**src/rtl/rcpm_defs.svh**
```systemverilog
/*
  Offsets, fields, reset values and timing counts of the controller.
  Assumes a 250 MHz core clock; the clock half-period is the timing unit.
*/
`ifndef RCPM_DEFS_SVH
`define RCPM_DEFS_SVH

// Clock and timing
`define CLK_NS 4
`define DRV_TCL 1024
`define DRV_CYC ((`DRV_TCL * `CLK_NS / 2) / `CLK_NS)
`define LONG_TCL 1044
`define LONG_EXTRA_NS 500
`define LONG_CYC ((`LONG_TCL * `CLK_NS / 2) / `CLK_NS + (`LONG_EXTRA_NS + `CLK_NS - 1) / `CLK_NS)
`define WAKE_NS 40
`define WAKE_CYC ((`WAKE_NS + `CLK_NS - 1) / `CLK_NS)
`define CNT_W 12
`define WAKE_W 4

// Register byte offsets
`define ADDR_CTRL 12'h000
`define ADDR_FEI 12'h004
`define ADDR_STAT 12'h008
`define ADDR_CFG 12'h00c

// Control register fields
`define CTRL_IDLE 0
`define CTRL_POWER_DOWN_INSTR 1
`define CTRL_VREG 2
`define CTRL_LPDIS 3
`define CTRL_BIDIR 4
`define CTRL_PDSEL 5
`define CTRL_SWRST 6
`define CTRL_RDYPOL 7
`define CTRL_RDYEN 8

// Status register fields
`define STAT_CPU 0
`define STAT_CLK 1
`define STAT_LPREF 2
`define STAT_REFUSED 3
`define STAT_FLAGS_LO 8
`define STAT_FLAGS_HI 12

// Sampling masks per reset kind
`define MASK_FULL 16'hffff
`define MASK_SHORT 16'h1fff
`define MASK_SOFT 16'h1fc0

// Reset flags: power-on, async hw, long hw, short hw, software, watchdog
`define FLAG_POR 5'h1e
`define FLAG_AHW 5'h0e
`define FLAG_LHW 5'h0e
`define FLAG_SHW 5'h06
`define FLAG_SW 5'h02
`define FLAG_WDT 5'h03

// Reset values
`define CFG_RST 16'h0000
`define FEI_RST 16'h0000
`define FLAGS_RST 5'h00

`endif

```
**src/rtl/rcpm_pkg.sv**
```systemverilog
/*
  Types of the reset configuration and power mode controller.
  Assumes nothing beyond the constants header.
*/
package rcpm_pkg;

  typedef enum {
    ST_RUN, ST_HWRST, ST_INTRST, ST_ENTRY, ST_IDLE, ST_PDPROT, ST_PDINT, ST_WAKE
  } state_type;

  typedef enum {RK_POR, RK_AHW, RK_SHW, RK_LHW, RK_SW, RK_WDT} rkind_type;

  typedef struct packed {
    logic rdy_en;
    logic rdy_pol;
    logic pd_sel;
    logic bidir_en;
    logic lp_dis;
    logic vreg_off;
  } ctrl_type;

  typedef struct packed {
    logic [7:0] level;
    logic [7:0] enable;
  } fei_type;

  typedef struct packed {
    logic wr;
    logic [11:0] addr;
  } aphase_type;

endpackage

```
**src/rtl/cycle_counter.sv**
```systemverilog
/*
  Saturating cycle counter used to time reset phases.
  Assumes clear and enable come from the controller's own state.
*/
`include "rcpm_defs.svh"
`timescale 1ns/1ns
`default_nettype none

module cycle_counter (
  // Clock and reset
  input wire logic clk,
  input wire logic rstn,
  // Control
  input wire logic clear,
  input wire logic enable,
  // Count
  output logic [`CNT_W-1:0] count
);

  logic [`CNT_W-1:0] count_reg;
  logic [`CNT_W-1:0] count_next;

  // Saturate so a stuck pin cannot wrap into a short reading
  always_comb begin
    count_next = count_reg;
    if (clear) begin
      count_next = '0;
    end else if (enable && (count_reg != '1)) begin
      count_next = count_reg + 1'b1;
    end
  end

  always_ff @(posedge clk or negedge rstn) begin
    if (!rstn) begin
      count_reg <= '0;
    end else begin
      count_reg <= count_next;
    end
  end

  assign count = count_reg;

endmodule

`default_nettype wire

```
**src/rtl/wake_filter.sv**
```systemverilog
/*
  Per-pin minimum-width filter for the fast external interrupt pins.
  Assumes pins are synchronous to the clock; arm is high only in power-down.
*/
`include "rcpm_defs.svh"
`timescale 1ns/1ns
`default_nettype none

module wake_filter (
  // Clock and reset
  input wire logic clk,
  input wire logic rstn,
  // Pins and their configuration
  input wire logic [7:0] pins,
  input wire logic [7:0] enable,
  input wire logic [7:0] level,
  input wire logic arm,
  // Results
  output logic wake,
  output logic all_inactive
);

  logic [7:0] hit;
  logic [7:0] active;

  genvar i;
  generate
    for (i = 0; i < 8; i++) begin : g_pin
      logic [`WAKE_W-1:0] cnt_reg;
      logic [`WAKE_W-1:0] cnt_next;
      assign active[i] = enable[i] && (pins[i] == level[i]);
      // Count consecutive active cycles, hold at the threshold
      always_comb begin
        cnt_next = '0;
        if (arm && active[i]) begin
          cnt_next = (cnt_reg == `WAKE_W'(`WAKE_CYC)) ? cnt_reg : cnt_reg + 1'b1;
        end
      end
      always_ff @(posedge clk or negedge rstn) begin
        if (!rstn) begin
          cnt_reg <= '0;
        end else begin
          cnt_reg <= cnt_next;
        end
      end
      assign hit[i] = (cnt_reg == `WAKE_W'(`WAKE_CYC));
    end
  endgenerate

  // Shorter pulses are treated as noise and do not wake
  assign wake = |hit;
  assign all_inactive = ~|active;

endmodule

`default_nettype wire

```
**src/rtl/reset_config_power_mode_ctrl.sv**
```systemverilog
/*
  Reset configuration latch and idle / power-down controller with an
  AHB-Lite register slave.
  Assumes a single AHB-Lite master, synchronous pin inputs and that the
  CPU reports pending bus work and the ready level of its last access.
*/
// Our own choices: the placing of the registers and the AHB-Lite interface to the registers.
// Notes on behaviour
// - Latch config port at every reset end
// - Power-on, async, long reset take all bits
// - Short: high 4..0 and low; soft: fewer
// - Software reset drives pin for 1024 half-periods
// - Bidir with RC low: retype as short
// - Wait for bus work before low power
// - Refuse entry when ready never came
// - Idle stops CPU, peripherals keep running
// - Any interrupt ends idle
// - Power-down stops clock and watchdog
// - Low-power oscillator lets main oscillator stop
// - Adopt low-power oscillator until software disables
// - Main oscillator keeps running in power-down unless low-power one adopted
// - Select bit chooses protected or interruptible
// - Protected needs NMI low, exits by reset
// - Interruptible needs enabled pins inactive
// - Interruptible wakes on reset or interrupts
// - Brief pin pulses with RC high: synchronous
`include "rcpm_defs.svh"
`timescale 1ns/1ns
`default_nettype none

module reset_config_power_mode_ctrl (
  // AHB-Lite clock and reset
  input wire logic hclk,
  input wire logic hresetn,
  // AHB-Lite slave
  input wire logic hsel,
  input wire logic [31:0] haddr,
  input wire logic [1:0] htrans,
  input wire logic hwrite,
  input wire logic [2:0] hsize,
  input wire logic [31:0] hwdata,
  input wire logic hready,
  output logic [31:0] hrdata,
  output logic hreadyout,
  output logic hresp,
  // Configuration and reset pins
  input wire logic [15:0] config_port,
  input wire logic reset_input_pin,
  output logic reset_pin_out,
  output logic reset_pin_oe,
  input wire logic powerdown_rc_pin,
  input wire logic external_access_select,
  // Wake-up and oscillator pins
  input wire logic nmi_pin,
  input wire logic [7:0] fast_ext_int_pin,
  input wire logic low_power_osc_running,
  // Core status
  input wire logic bus_pending,
  input wire logic ready_last_level,
  input wire logic irq_request,
  input wire logic rtc_irq,
  input wire logic can_i2c_irq,
  input wire logic watchdog_expire,
  // Mode outputs
  output logic cpu_stop,
  output logic periph_stop,
  output logic clk_stop,
  output logic main_osc_stop,
  output logic wdt_hold,
  output logic rtc_ref_lp,
  output logic regulator_off,
  output logic wake_irq_valid,
  output logic sys_reset
);

  rcpm_pkg::state_type state_reg, state_next;
  rcpm_pkg::rkind_type kind_reg, kind_next;
  rcpm_pkg::ctrl_type ctrl_reg, ctrl_next;
  rcpm_pkg::fei_type fei_reg, fei_next;
  rcpm_pkg::aphase_type aph_reg, aph_next;
  logic [15:0] cfg_reg, cfg_next;
  logic [4:0] flags_reg, flags_next;
  logic [31:0] hrdata_next;
  logic idle_cmd_reg, idle_cmd_next;
  logic pd_cmd_reg, pd_cmd_next;
  logic sw_cmd_reg, sw_cmd_next;
  logic refused_reg, refused_next;
  logic refuse_evt;
  logic want_pd_reg, want_pd_next;
  logic drive_reg, drive_next;
  logic por_pend_reg;
  logic lp_ref_reg, lp_ref_next;
  logic cpu_stop_reg, pd_reg, wake_irq_reg, sys_reset_reg, oe_reg, hready_reg;
  logic finish;
  logic pin_low;
  logic wr_ctrl, wr_fei, wr_stat;
  logic [`CNT_W-1:0] count;
  logic wake_pin, fei_quiet;
  logic [15:0] mask;
  logic [4:0] kind_flags;

  // Own drive shows on the pin; not a hw reset
  assign pin_low = !reset_input_pin && !oe_reg;

  cycle_counter u_counter (
    .clk(hclk),
    .rstn(hresetn),
    .clear(state_next != state_reg),
    .enable((state_reg == rcpm_pkg::ST_HWRST) || (state_reg == rcpm_pkg::ST_INTRST)),
    .count(count)
  );

  wake_filter u_wake (
    .clk(hclk),
    .rstn(hresetn),
    .pins(fast_ext_int_pin),
    .enable(fei_reg.enable),
    .level(fei_reg.level),
    .arm(state_reg == rcpm_pkg::ST_PDINT),
    .wake(wake_pin),
    .all_inactive(fei_quiet)
  );

  // Bus address phase capture; the slave never waits, so reads are zero-wait
  always_comb begin
    aph_next.wr = hsel && htrans[1] && hready && hwrite;
    aph_next.addr = haddr[11:0];
    hrdata_next = 32'h0000_0000;
    if (hsel && htrans[1] && hready && !hwrite) begin
      case (haddr[11:0])
        `ADDR_CTRL: begin
          hrdata_next[`CTRL_VREG] = ctrl_reg.vreg_off;
          hrdata_next[`CTRL_LPDIS] = ctrl_reg.lp_dis;
          hrdata_next[`CTRL_BIDIR] = ctrl_reg.bidir_en;
          hrdata_next[`CTRL_PDSEL] = ctrl_reg.pd_sel;
          hrdata_next[`CTRL_RDYPOL] = ctrl_reg.rdy_pol;
          hrdata_next[`CTRL_RDYEN] = ctrl_reg.rdy_en;
        end
        `ADDR_FEI: hrdata_next[15:0] = fei_reg;
        `ADDR_STAT: begin
          hrdata_next[`STAT_CPU] = cpu_stop_reg;
          hrdata_next[`STAT_CLK] = pd_reg;
          hrdata_next[`STAT_LPREF] = lp_ref_reg;
          hrdata_next[`STAT_REFUSED] = refused_reg;
          hrdata_next[`STAT_FLAGS_HI:`STAT_FLAGS_LO] = flags_reg;
        end
        `ADDR_CFG: hrdata_next[15:0] = cfg_reg;
        default: hrdata_next = 32'h0000_0000;
      endcase
    end
  end

  assign wr_ctrl = aph_reg.wr && (aph_reg.addr == `ADDR_CTRL);
  assign wr_fei = aph_reg.wr && (aph_reg.addr == `ADDR_FEI);
  assign wr_stat = aph_reg.wr && (aph_reg.addr == `ADDR_STAT);

  // Register writes; commands are one-cycle pulses
  always_comb begin
    ctrl_next = ctrl_reg;
    fei_next = fei_reg;
    idle_cmd_next = 1'b0;
    pd_cmd_next = 1'b0;
    sw_cmd_next = 1'b0;
    if (wr_ctrl) begin
      ctrl_next.vreg_off = hwdata[`CTRL_VREG];
      ctrl_next.lp_dis = hwdata[`CTRL_LPDIS];
      ctrl_next.bidir_en = hwdata[`CTRL_BIDIR];
      ctrl_next.pd_sel = hwdata[`CTRL_PDSEL];
      ctrl_next.rdy_pol = hwdata[`CTRL_RDYPOL];
      ctrl_next.rdy_en = hwdata[`CTRL_RDYEN];
      idle_cmd_next = hwdata[`CTRL_IDLE];
      pd_cmd_next = hwdata[`CTRL_POWER_DOWN_INSTR];
      sw_cmd_next = hwdata[`CTRL_SWRST];
    end
    if (wr_fei) begin
      fei_next = hwdata[15:0];
    end
    // Set wins over a write-one clear in the same cycle
    refused_next = refused_reg;
    if (wr_stat && hwdata[`STAT_REFUSED]) begin
      refused_next = 1'b0;
    end
    if (refuse_evt) begin
      refused_next = 1'b1;
    end
  end

  // Oscillator reference: sticky once seen, dropped only by software
  always_comb begin
    lp_ref_next = lp_ref_reg || low_power_osc_running;
    if (ctrl_reg.lp_dis) begin
      lp_ref_next = 1'b0;
    end
  end

  // Mode and reset sequencer
  always_comb begin
    state_next = state_reg;
    kind_next = kind_reg;
    want_pd_next = want_pd_reg;
    drive_next = drive_reg;
    refuse_evt = 1'b0;
    finish = 1'b0;
    case (state_reg)
      rcpm_pkg::ST_RUN: begin
        if (sw_cmd_reg) begin
          state_next = rcpm_pkg::ST_INTRST;
          kind_next = rcpm_pkg::RK_SW;
        end else if (idle_cmd_reg || pd_cmd_reg) begin
          state_next = rcpm_pkg::ST_ENTRY;
          want_pd_next = pd_cmd_reg;
        end
      end
      rcpm_pkg::ST_ENTRY: begin
        if (!bus_pending) begin
          if (ctrl_reg.rdy_en && (ready_last_level != ctrl_reg.rdy_pol)) begin
            refuse_evt = 1'b1;
            state_next = rcpm_pkg::ST_RUN;
          end else if (!want_pd_reg) begin
            state_next = rcpm_pkg::ST_IDLE;
          end else if (!ctrl_reg.pd_sel) begin
            if (!nmi_pin) begin
              state_next = rcpm_pkg::ST_PDPROT;
            end else begin
              refuse_evt = 1'b1;
              state_next = rcpm_pkg::ST_RUN;
            end
          end else if (fei_quiet) begin
            state_next = rcpm_pkg::ST_PDINT;
          end else begin
            refuse_evt = 1'b1;
            state_next = rcpm_pkg::ST_RUN;
          end
        end
      end
      rcpm_pkg::ST_IDLE: begin
        if (irq_request || rtc_irq || can_i2c_irq) begin
          state_next = rcpm_pkg::ST_RUN;
        end
      end
      rcpm_pkg::ST_PDPROT: begin
        state_next = rcpm_pkg::ST_PDPROT; // Only the reset pin leaves
      end
      rcpm_pkg::ST_PDINT: begin
        if (wake_pin || rtc_irq || can_i2c_irq) begin
          state_next = rcpm_pkg::ST_WAKE;
        end
      end
      rcpm_pkg::ST_WAKE: begin
        state_next = rcpm_pkg::ST_RUN;
      end
      rcpm_pkg::ST_HWRST: begin
        // Length is judged at release; the holder must allow clock settling
        if (reset_input_pin) begin
          finish = 1'b1;
          state_next = rcpm_pkg::ST_RUN;
          if (kind_reg != rcpm_pkg::RK_AHW) begin
            kind_next = (count >= `CNT_W'(`LONG_CYC)) ? rcpm_pkg::RK_LHW : rcpm_pkg::RK_SHW;
          end
        end
      end
      rcpm_pkg::ST_INTRST: begin
        if (ctrl_reg.bidir_en && !powerdown_rc_pin && !reset_input_pin) begin
          kind_next = rcpm_pkg::RK_SHW;
        end
        if (count == `CNT_W'(`DRV_CYC - 1)) begin
          finish = 1'b1;
          state_next = rcpm_pkg::ST_RUN;
        end
      end
      default: state_next = rcpm_pkg::ST_RUN;
    endcase
    // External reset overrides other states except an internal reset with bidir and RC low; watchdog acts only in run
    if (pin_low && (state_reg != rcpm_pkg::ST_HWRST) &&
        !((state_reg == rcpm_pkg::ST_INTRST) && ctrl_reg.bidir_en && !powerdown_rc_pin)) begin
      state_next = rcpm_pkg::ST_HWRST;
      kind_next = powerdown_rc_pin ? rcpm_pkg::RK_SHW : rcpm_pkg::RK_AHW;
      finish = 1'b0;
    end else if (watchdog_expire && (state_reg == rcpm_pkg::ST_RUN)) begin
      state_next = rcpm_pkg::ST_INTRST;
      kind_next = rcpm_pkg::RK_WDT;
    end
    if ((state_next == rcpm_pkg::ST_INTRST) && (state_reg != rcpm_pkg::ST_INTRST)) begin
      drive_next = ctrl_reg.bidir_en && powerdown_rc_pin && external_access_select;
    end else if (state_next != rcpm_pkg::ST_INTRST) begin
      drive_next = 1'b0;
    end
  end

  // Sampling pattern and flags of the kind being finished
  always_comb begin
    case (por_pend_reg ? rcpm_pkg::RK_POR : kind_next)
      rcpm_pkg::RK_POR: begin
        mask = `MASK_FULL;
        kind_flags = `FLAG_POR;
      end
      rcpm_pkg::RK_AHW: begin
        mask = `MASK_FULL;
        kind_flags = `FLAG_AHW;
      end
      rcpm_pkg::RK_LHW: begin
        mask = `MASK_FULL;
        kind_flags = `FLAG_LHW;
      end
      rcpm_pkg::RK_SHW: begin
        mask = `MASK_SHORT;
        kind_flags = `FLAG_SHW;
      end
      rcpm_pkg::RK_WDT: begin
        mask = `MASK_SOFT;
        kind_flags = `FLAG_WDT;
      end
      default: begin
        mask = `MASK_SOFT;
        kind_flags = `FLAG_SW;
      end
    endcase
    cfg_next = cfg_reg;
    flags_next = flags_reg;
    if (finish || por_pend_reg) begin
      cfg_next = (cfg_reg & ~mask) | (config_port & mask);
      flags_next = kind_flags;
    end
  end

  // State registers
  always_ff @(posedge hclk or negedge hresetn) begin
    if (!hresetn) begin
      state_reg <= rcpm_pkg::ST_RUN;
      kind_reg <= rcpm_pkg::RK_POR;
      ctrl_reg <= '0;
      fei_reg <= `FEI_RST;
      aph_reg <= '0;
      cfg_reg <= `CFG_RST;
      flags_reg <= `FLAGS_RST;
      idle_cmd_reg <= 1'b0;
      pd_cmd_reg <= 1'b0;
      sw_cmd_reg <= 1'b0;
      refused_reg <= 1'b0;
      want_pd_reg <= 1'b0;
      drive_reg <= 1'b0;
      por_pend_reg <= 1'b1;
      lp_ref_reg <= 1'b0;
    end else begin
      state_reg <= state_next;
      kind_reg <= kind_next;
      ctrl_reg <= ctrl_next;
      fei_reg <= fei_next;
      aph_reg <= aph_next;
      cfg_reg <= cfg_next;
      flags_reg <= flags_next;
      idle_cmd_reg <= idle_cmd_next;
      pd_cmd_reg <= pd_cmd_next;
      sw_cmd_reg <= sw_cmd_next;
      refused_reg <= refused_next;
      want_pd_reg <= want_pd_next;
      drive_reg <= drive_next;
      por_pend_reg <= 1'b0; // Port captured on the first edge after release
      lp_ref_reg <= lp_ref_next;
    end
  end

  // Output registers, aligned with the state they belong to
  always_ff @(posedge hclk or negedge hresetn) begin
    if (!hresetn) begin
      hrdata <= 32'h0000_0000;
      hready_reg <= 1'b0;
      cpu_stop_reg <= 1'b0;
      pd_reg <= 1'b0;
      wake_irq_reg <= 1'b0;
      sys_reset_reg <= 1'b1;
      oe_reg <= 1'b0;
      main_osc_stop <= 1'b0;
      rtc_ref_lp <= 1'b0;
      regulator_off <= 1'b0;
    end else begin
      hrdata <= hrdata_next;
      hready_reg <= 1'b1;
      cpu_stop_reg <= (state_next == rcpm_pkg::ST_IDLE) || (state_next == rcpm_pkg::ST_PDPROT) ||
                      (state_next == rcpm_pkg::ST_PDINT);
      pd_reg <= (state_next == rcpm_pkg::ST_PDPROT) || (state_next == rcpm_pkg::ST_PDINT);
      wake_irq_reg <= (state_reg == rcpm_pkg::ST_WAKE); // Clock back first, then irq
      sys_reset_reg <= (state_next == rcpm_pkg::ST_HWRST) || (state_next == rcpm_pkg::ST_INTRST);
      oe_reg <= drive_next;
      main_osc_stop <= ((state_next == rcpm_pkg::ST_PDPROT) || (state_next == rcpm_pkg::ST_PDINT)) &&
                       lp_ref_next;
      rtc_ref_lp <= lp_ref_next;
      regulator_off <= ctrl_next.vreg_off;
    end
  end

  // Peripherals, clock and watchdog all hold together in power-down
  assign cpu_stop = cpu_stop_reg;
  assign periph_stop = pd_reg;
  assign clk_stop = pd_reg;
  assign wdt_hold = pd_reg;
  assign wake_irq_valid = wake_irq_reg;
  assign sys_reset = sys_reset_reg;
  assign reset_pin_oe = oe_reg;
  assign reset_pin_out = 1'b0; // Open-drain: only ever pulls low
  assign hreadyout = hready_reg;
  assign hresp = 1'b0;

endmodule

`default_nettype wire

```
**config.mk**
```make
export PLATFORM = sky130hd
export DESIGN_NAME = reset_config_power_mode_ctrl
export DESIGN_NICKNAME = d
export VERILOG_FILES = /design/src/rtl/rcpm_pkg.sv /design/src/rtl/cycle_counter.sv /design/src/rtl/wake_filter.sv /design/src/rtl/reset_config_power_mode_ctrl.sv
export VERILOG_INCLUDE_DIRS = /design/src /design/src/rtl
export SDC_FILE = /design/constraint.sdc
export NUM_CORES = 1
export LEC_CHECK = 0
export BUFFER_PORTS_ARGS = -buffer_cell sky130_fd_sc_hd__buf_2
export CORE_MARGIN = 3
export CORE_UTILIZATION = 40
export CTS_CLUSTER_DIAMETER = 40
export DETAILED_ROUTE_END_ITERATION = 8
export GPL_ROUTABILITY_DRIVEN = 1
export PLACE_DENSITY_LB_ADDON = 0.2
export SYNTH_ARGS = -nofsm -noshare
export SYNTH_HDL_FRONTEND = slang
export SYNTH_SLANG_ARGS = --single-unit
```
**constraint.sdc**
```tcl
create_clock -name hclk -period 4.1 [get_ports hclk]
set_clock_uncertainty 0.15 [all_clocks]
set_input_delay 0.82 -clock hclk [delete_from_list [all_inputs] [get_ports hclk]]
set_output_delay 0.82 -clock hclk [all_outputs]
set_load 0.01 [all_outputs]
```
==> run metrics <==
outcome=finished clean; RePlAce Congestion=0.8232; first-pass GRT wire length=30,950 um; Final #Nets=between 900 and 1k; crit end category=flop; share of cells above drive strength 1=0.2423; Max transition margin=0.4163; post-DP HPWL=13,700 um; multiplexer share of the synthesized area=0.08341; average instance area after synthesis=11.91 um2; Pleak=4.645 nW; Pre-Repair DR Iteration Count=4; Area Overhead vs Synth=17.44%; FF+latch count, synth=194; Critical Path Source Type=flop; critical path class=flop to flop; Post-synth EDFFs=0; max-cap violations=0; DIE AREA=23,520 um2; Vias=approximately 5.8k; CTS H-tree depth=4; largest family of logic cells by synthesized area=simple AND/OR/NAND/NOR gates; Core ar.=about 21,000 um2; post-synthesis instance area=8686 um2; Port-buffer cells=95; Die X=roughly 150 um; DRC viols=0; TritonCTS clock tree=yes; # setup viols final=0; post-CTS setup buffer count=0; worst hold-check path type=input port to async pin; fraction of the yosys area taken by sequential cells=0.5592; Synth Flop Type=dfrtp_1; top-count cell post-synth=dfrtp_1; Worst EP arrival=roughly 3.5 ns; worst-margin pin slew=0.8734 ns; DRT antenna net count=0; Required @ worst endpoint=4.28 ns; drt initial violations=273; Initial Utilization=0.4106; total negative setup slack=0 ns; largest net degree at the start of global routing=84; Yosys cell types=80; vias in the first global route=between 5k and 6k; Vias/cell=5.020; CTS Hold Buffers Added=0; WL final=18,940 um; gr usage total=0.1664; Bufs on Longest Clock Path=2; Clk pin slew, worst setup/hold paths=~0.07 ns; VDD IR-drop max=between 0.2 and 0.3 mV; slowest CP cell=nand4bb_1; Slew Limit Fails=0; die height=~150 um; worst-path cell chain=nor2b_1 > a31oi_1 > o31ai_4 > a31o_2 > o31ai_1 > nand4bb_1 > nor3_1; RSZ-0062 raised after global routing=no; xor/xnor cell area share of the yosys netlist=0.03817; CP top delay family=simple AND/OR/NAND/NOR gates; Crit path largest cell delay=roughly 0.58 ns; Buf/Inv on CP=0; Syn. warnings=0; Post-synth ARST share=1.000; largest area contributor in the netlist=dfrtp_1; non-filler cells, final=1,152; clk_lat worst skew=0.43 ns; power consumption=a little over 4 mW; Synth top area share=0.5532; Post-Syn Instances=729; clk root buf=clkbuf_16; fmax=approximately 0.30 GHz; Cell Pwr Density=394.6 nW/um2; final hold vios=0; post-layout minimum cycle time=3.298 ns; top cells by area, synth=dfrtp_1, mux2_2, nor2_1; Synth Area in Simple Gates=0.1782; # clock sinks=slightly below 200; synth cell count leaders=dfrtp_1, nor2_1, nand2_1, mux2_2, and2_1; Site Rows=53; Top-Level Pins=~150; Post-Synth Adder-Cell Area=0.02449; grt total ovfl=0; CTS resizes=0; antenna violations before repair=1; Synth Area in Compound Gates=0.08196; Avg WL per Cell=16.44 um; Inserted Clock Buffers=17; fin crit share=0.8043; maximum fanout along the worst path=14; placed cell count=1,119
## per-stage QoR
stage	setup slack [ns]	area (um2)	utilization	hold slack [ns]
after floorplan	1.109	8862	-	0.2851
after global placement	0.8257	9553	0.4516	0.2990
after detailed placement	0.8023	9553	0.4516	0.3085
after CTS	0.8096	10200	0.4820	0.2854
after global routing	0.4928	10200	0.4821	0.2845
final	0.8022	10200	0.4822	0.2428
## worst register-to-register path, delay by kind of cell (launching register included)
family	cells	cell delay (ns)
AND/OR/NAND/NOR	3	1.34
AO/OA/AOI/OAI	4	1.16
flip-flops	1	0.54
## kinds of logic (layout without fill, tap and decap cells)
kind of cell,Yosys count,after routing
XOR/XNOR,37,37
AND/OR/NAND/NOR,280,280
multiplexers,61,61
AO/OA/AOI/OAI,85,85
adder cells (fa/ha/maj),17,17
other,2,51
flip-flops,194,194
buffers and inverters,53,152
## layout by cell type, fill, tap and decap left out, types with 22 or more instances in the layout
cell type    n
nor3_1      22
conb_1      49
nand3_1     31
and2_1      37
nand2_1     43
dfrtp_1    192
nor2_1      72
buf_2       94
mux2_2      42
## per-layer routing
metal  vias up  track usage  wire length, um
li1       2788            -                -
met1      2870       0.2298             8847
met2       103       0.2621             8990
met3        22      0.03737              767
met4         0      0.05551              332
met5         -            0                0
## worst paths after layout
path	start	to	slack [ns]	cells past startpoint
min	hresetn	cfg_reg[10]$_DFFE_PN0P_	0.24	1
max reg2reg	state_reg[0]$_DFF_PN0_	u_counter.count[6]$_DFFE_PN0P_	0.80	7
min in group hclk	flags_reg[2]$_DFFE_PN0P_	flags_reg[2]$_DFFE_PN0P_	0.33	2
max	state_reg[0]$_DFF_PN0_	u_counter.count[6]$_DFFE_PN0P_	0.80	7
min reg2reg	flags_reg[2]$_DFFE_PN0P_	flags_reg[2]$_DFFE_PN0P_	0.33	2
max in group asynchronous	hresetn	sys_reset$_DFF_PN1_	2.76	2
## where the power goes
part | leakage (nW) | internal, mW | switching [mW]
Combinational | 1.82 | 0.0953 | 0.132
Sequential | 2.50 | 1.96 | 0.0317
Clock | 0.318 | 1.07 | 0.728
Total | 4.65 | 3.13 | 0.892
## area by class of cell
cell class / count / area, um2
Clock buffer: 20 / 466.7
Fill cell: 1952 / 10950
Timing Repair Buffer: 107 / 586.8
Antenna cell: 2 / 5.005
Inverter: 14 / 52.55
Tap cell: 275 / 344.1
Clock inverter: 11 / 176.4
Sequential cell: 194 / 4857
Multi-Input combinational cell: 529 / 3712
Power figures use the tool's default switching activity.
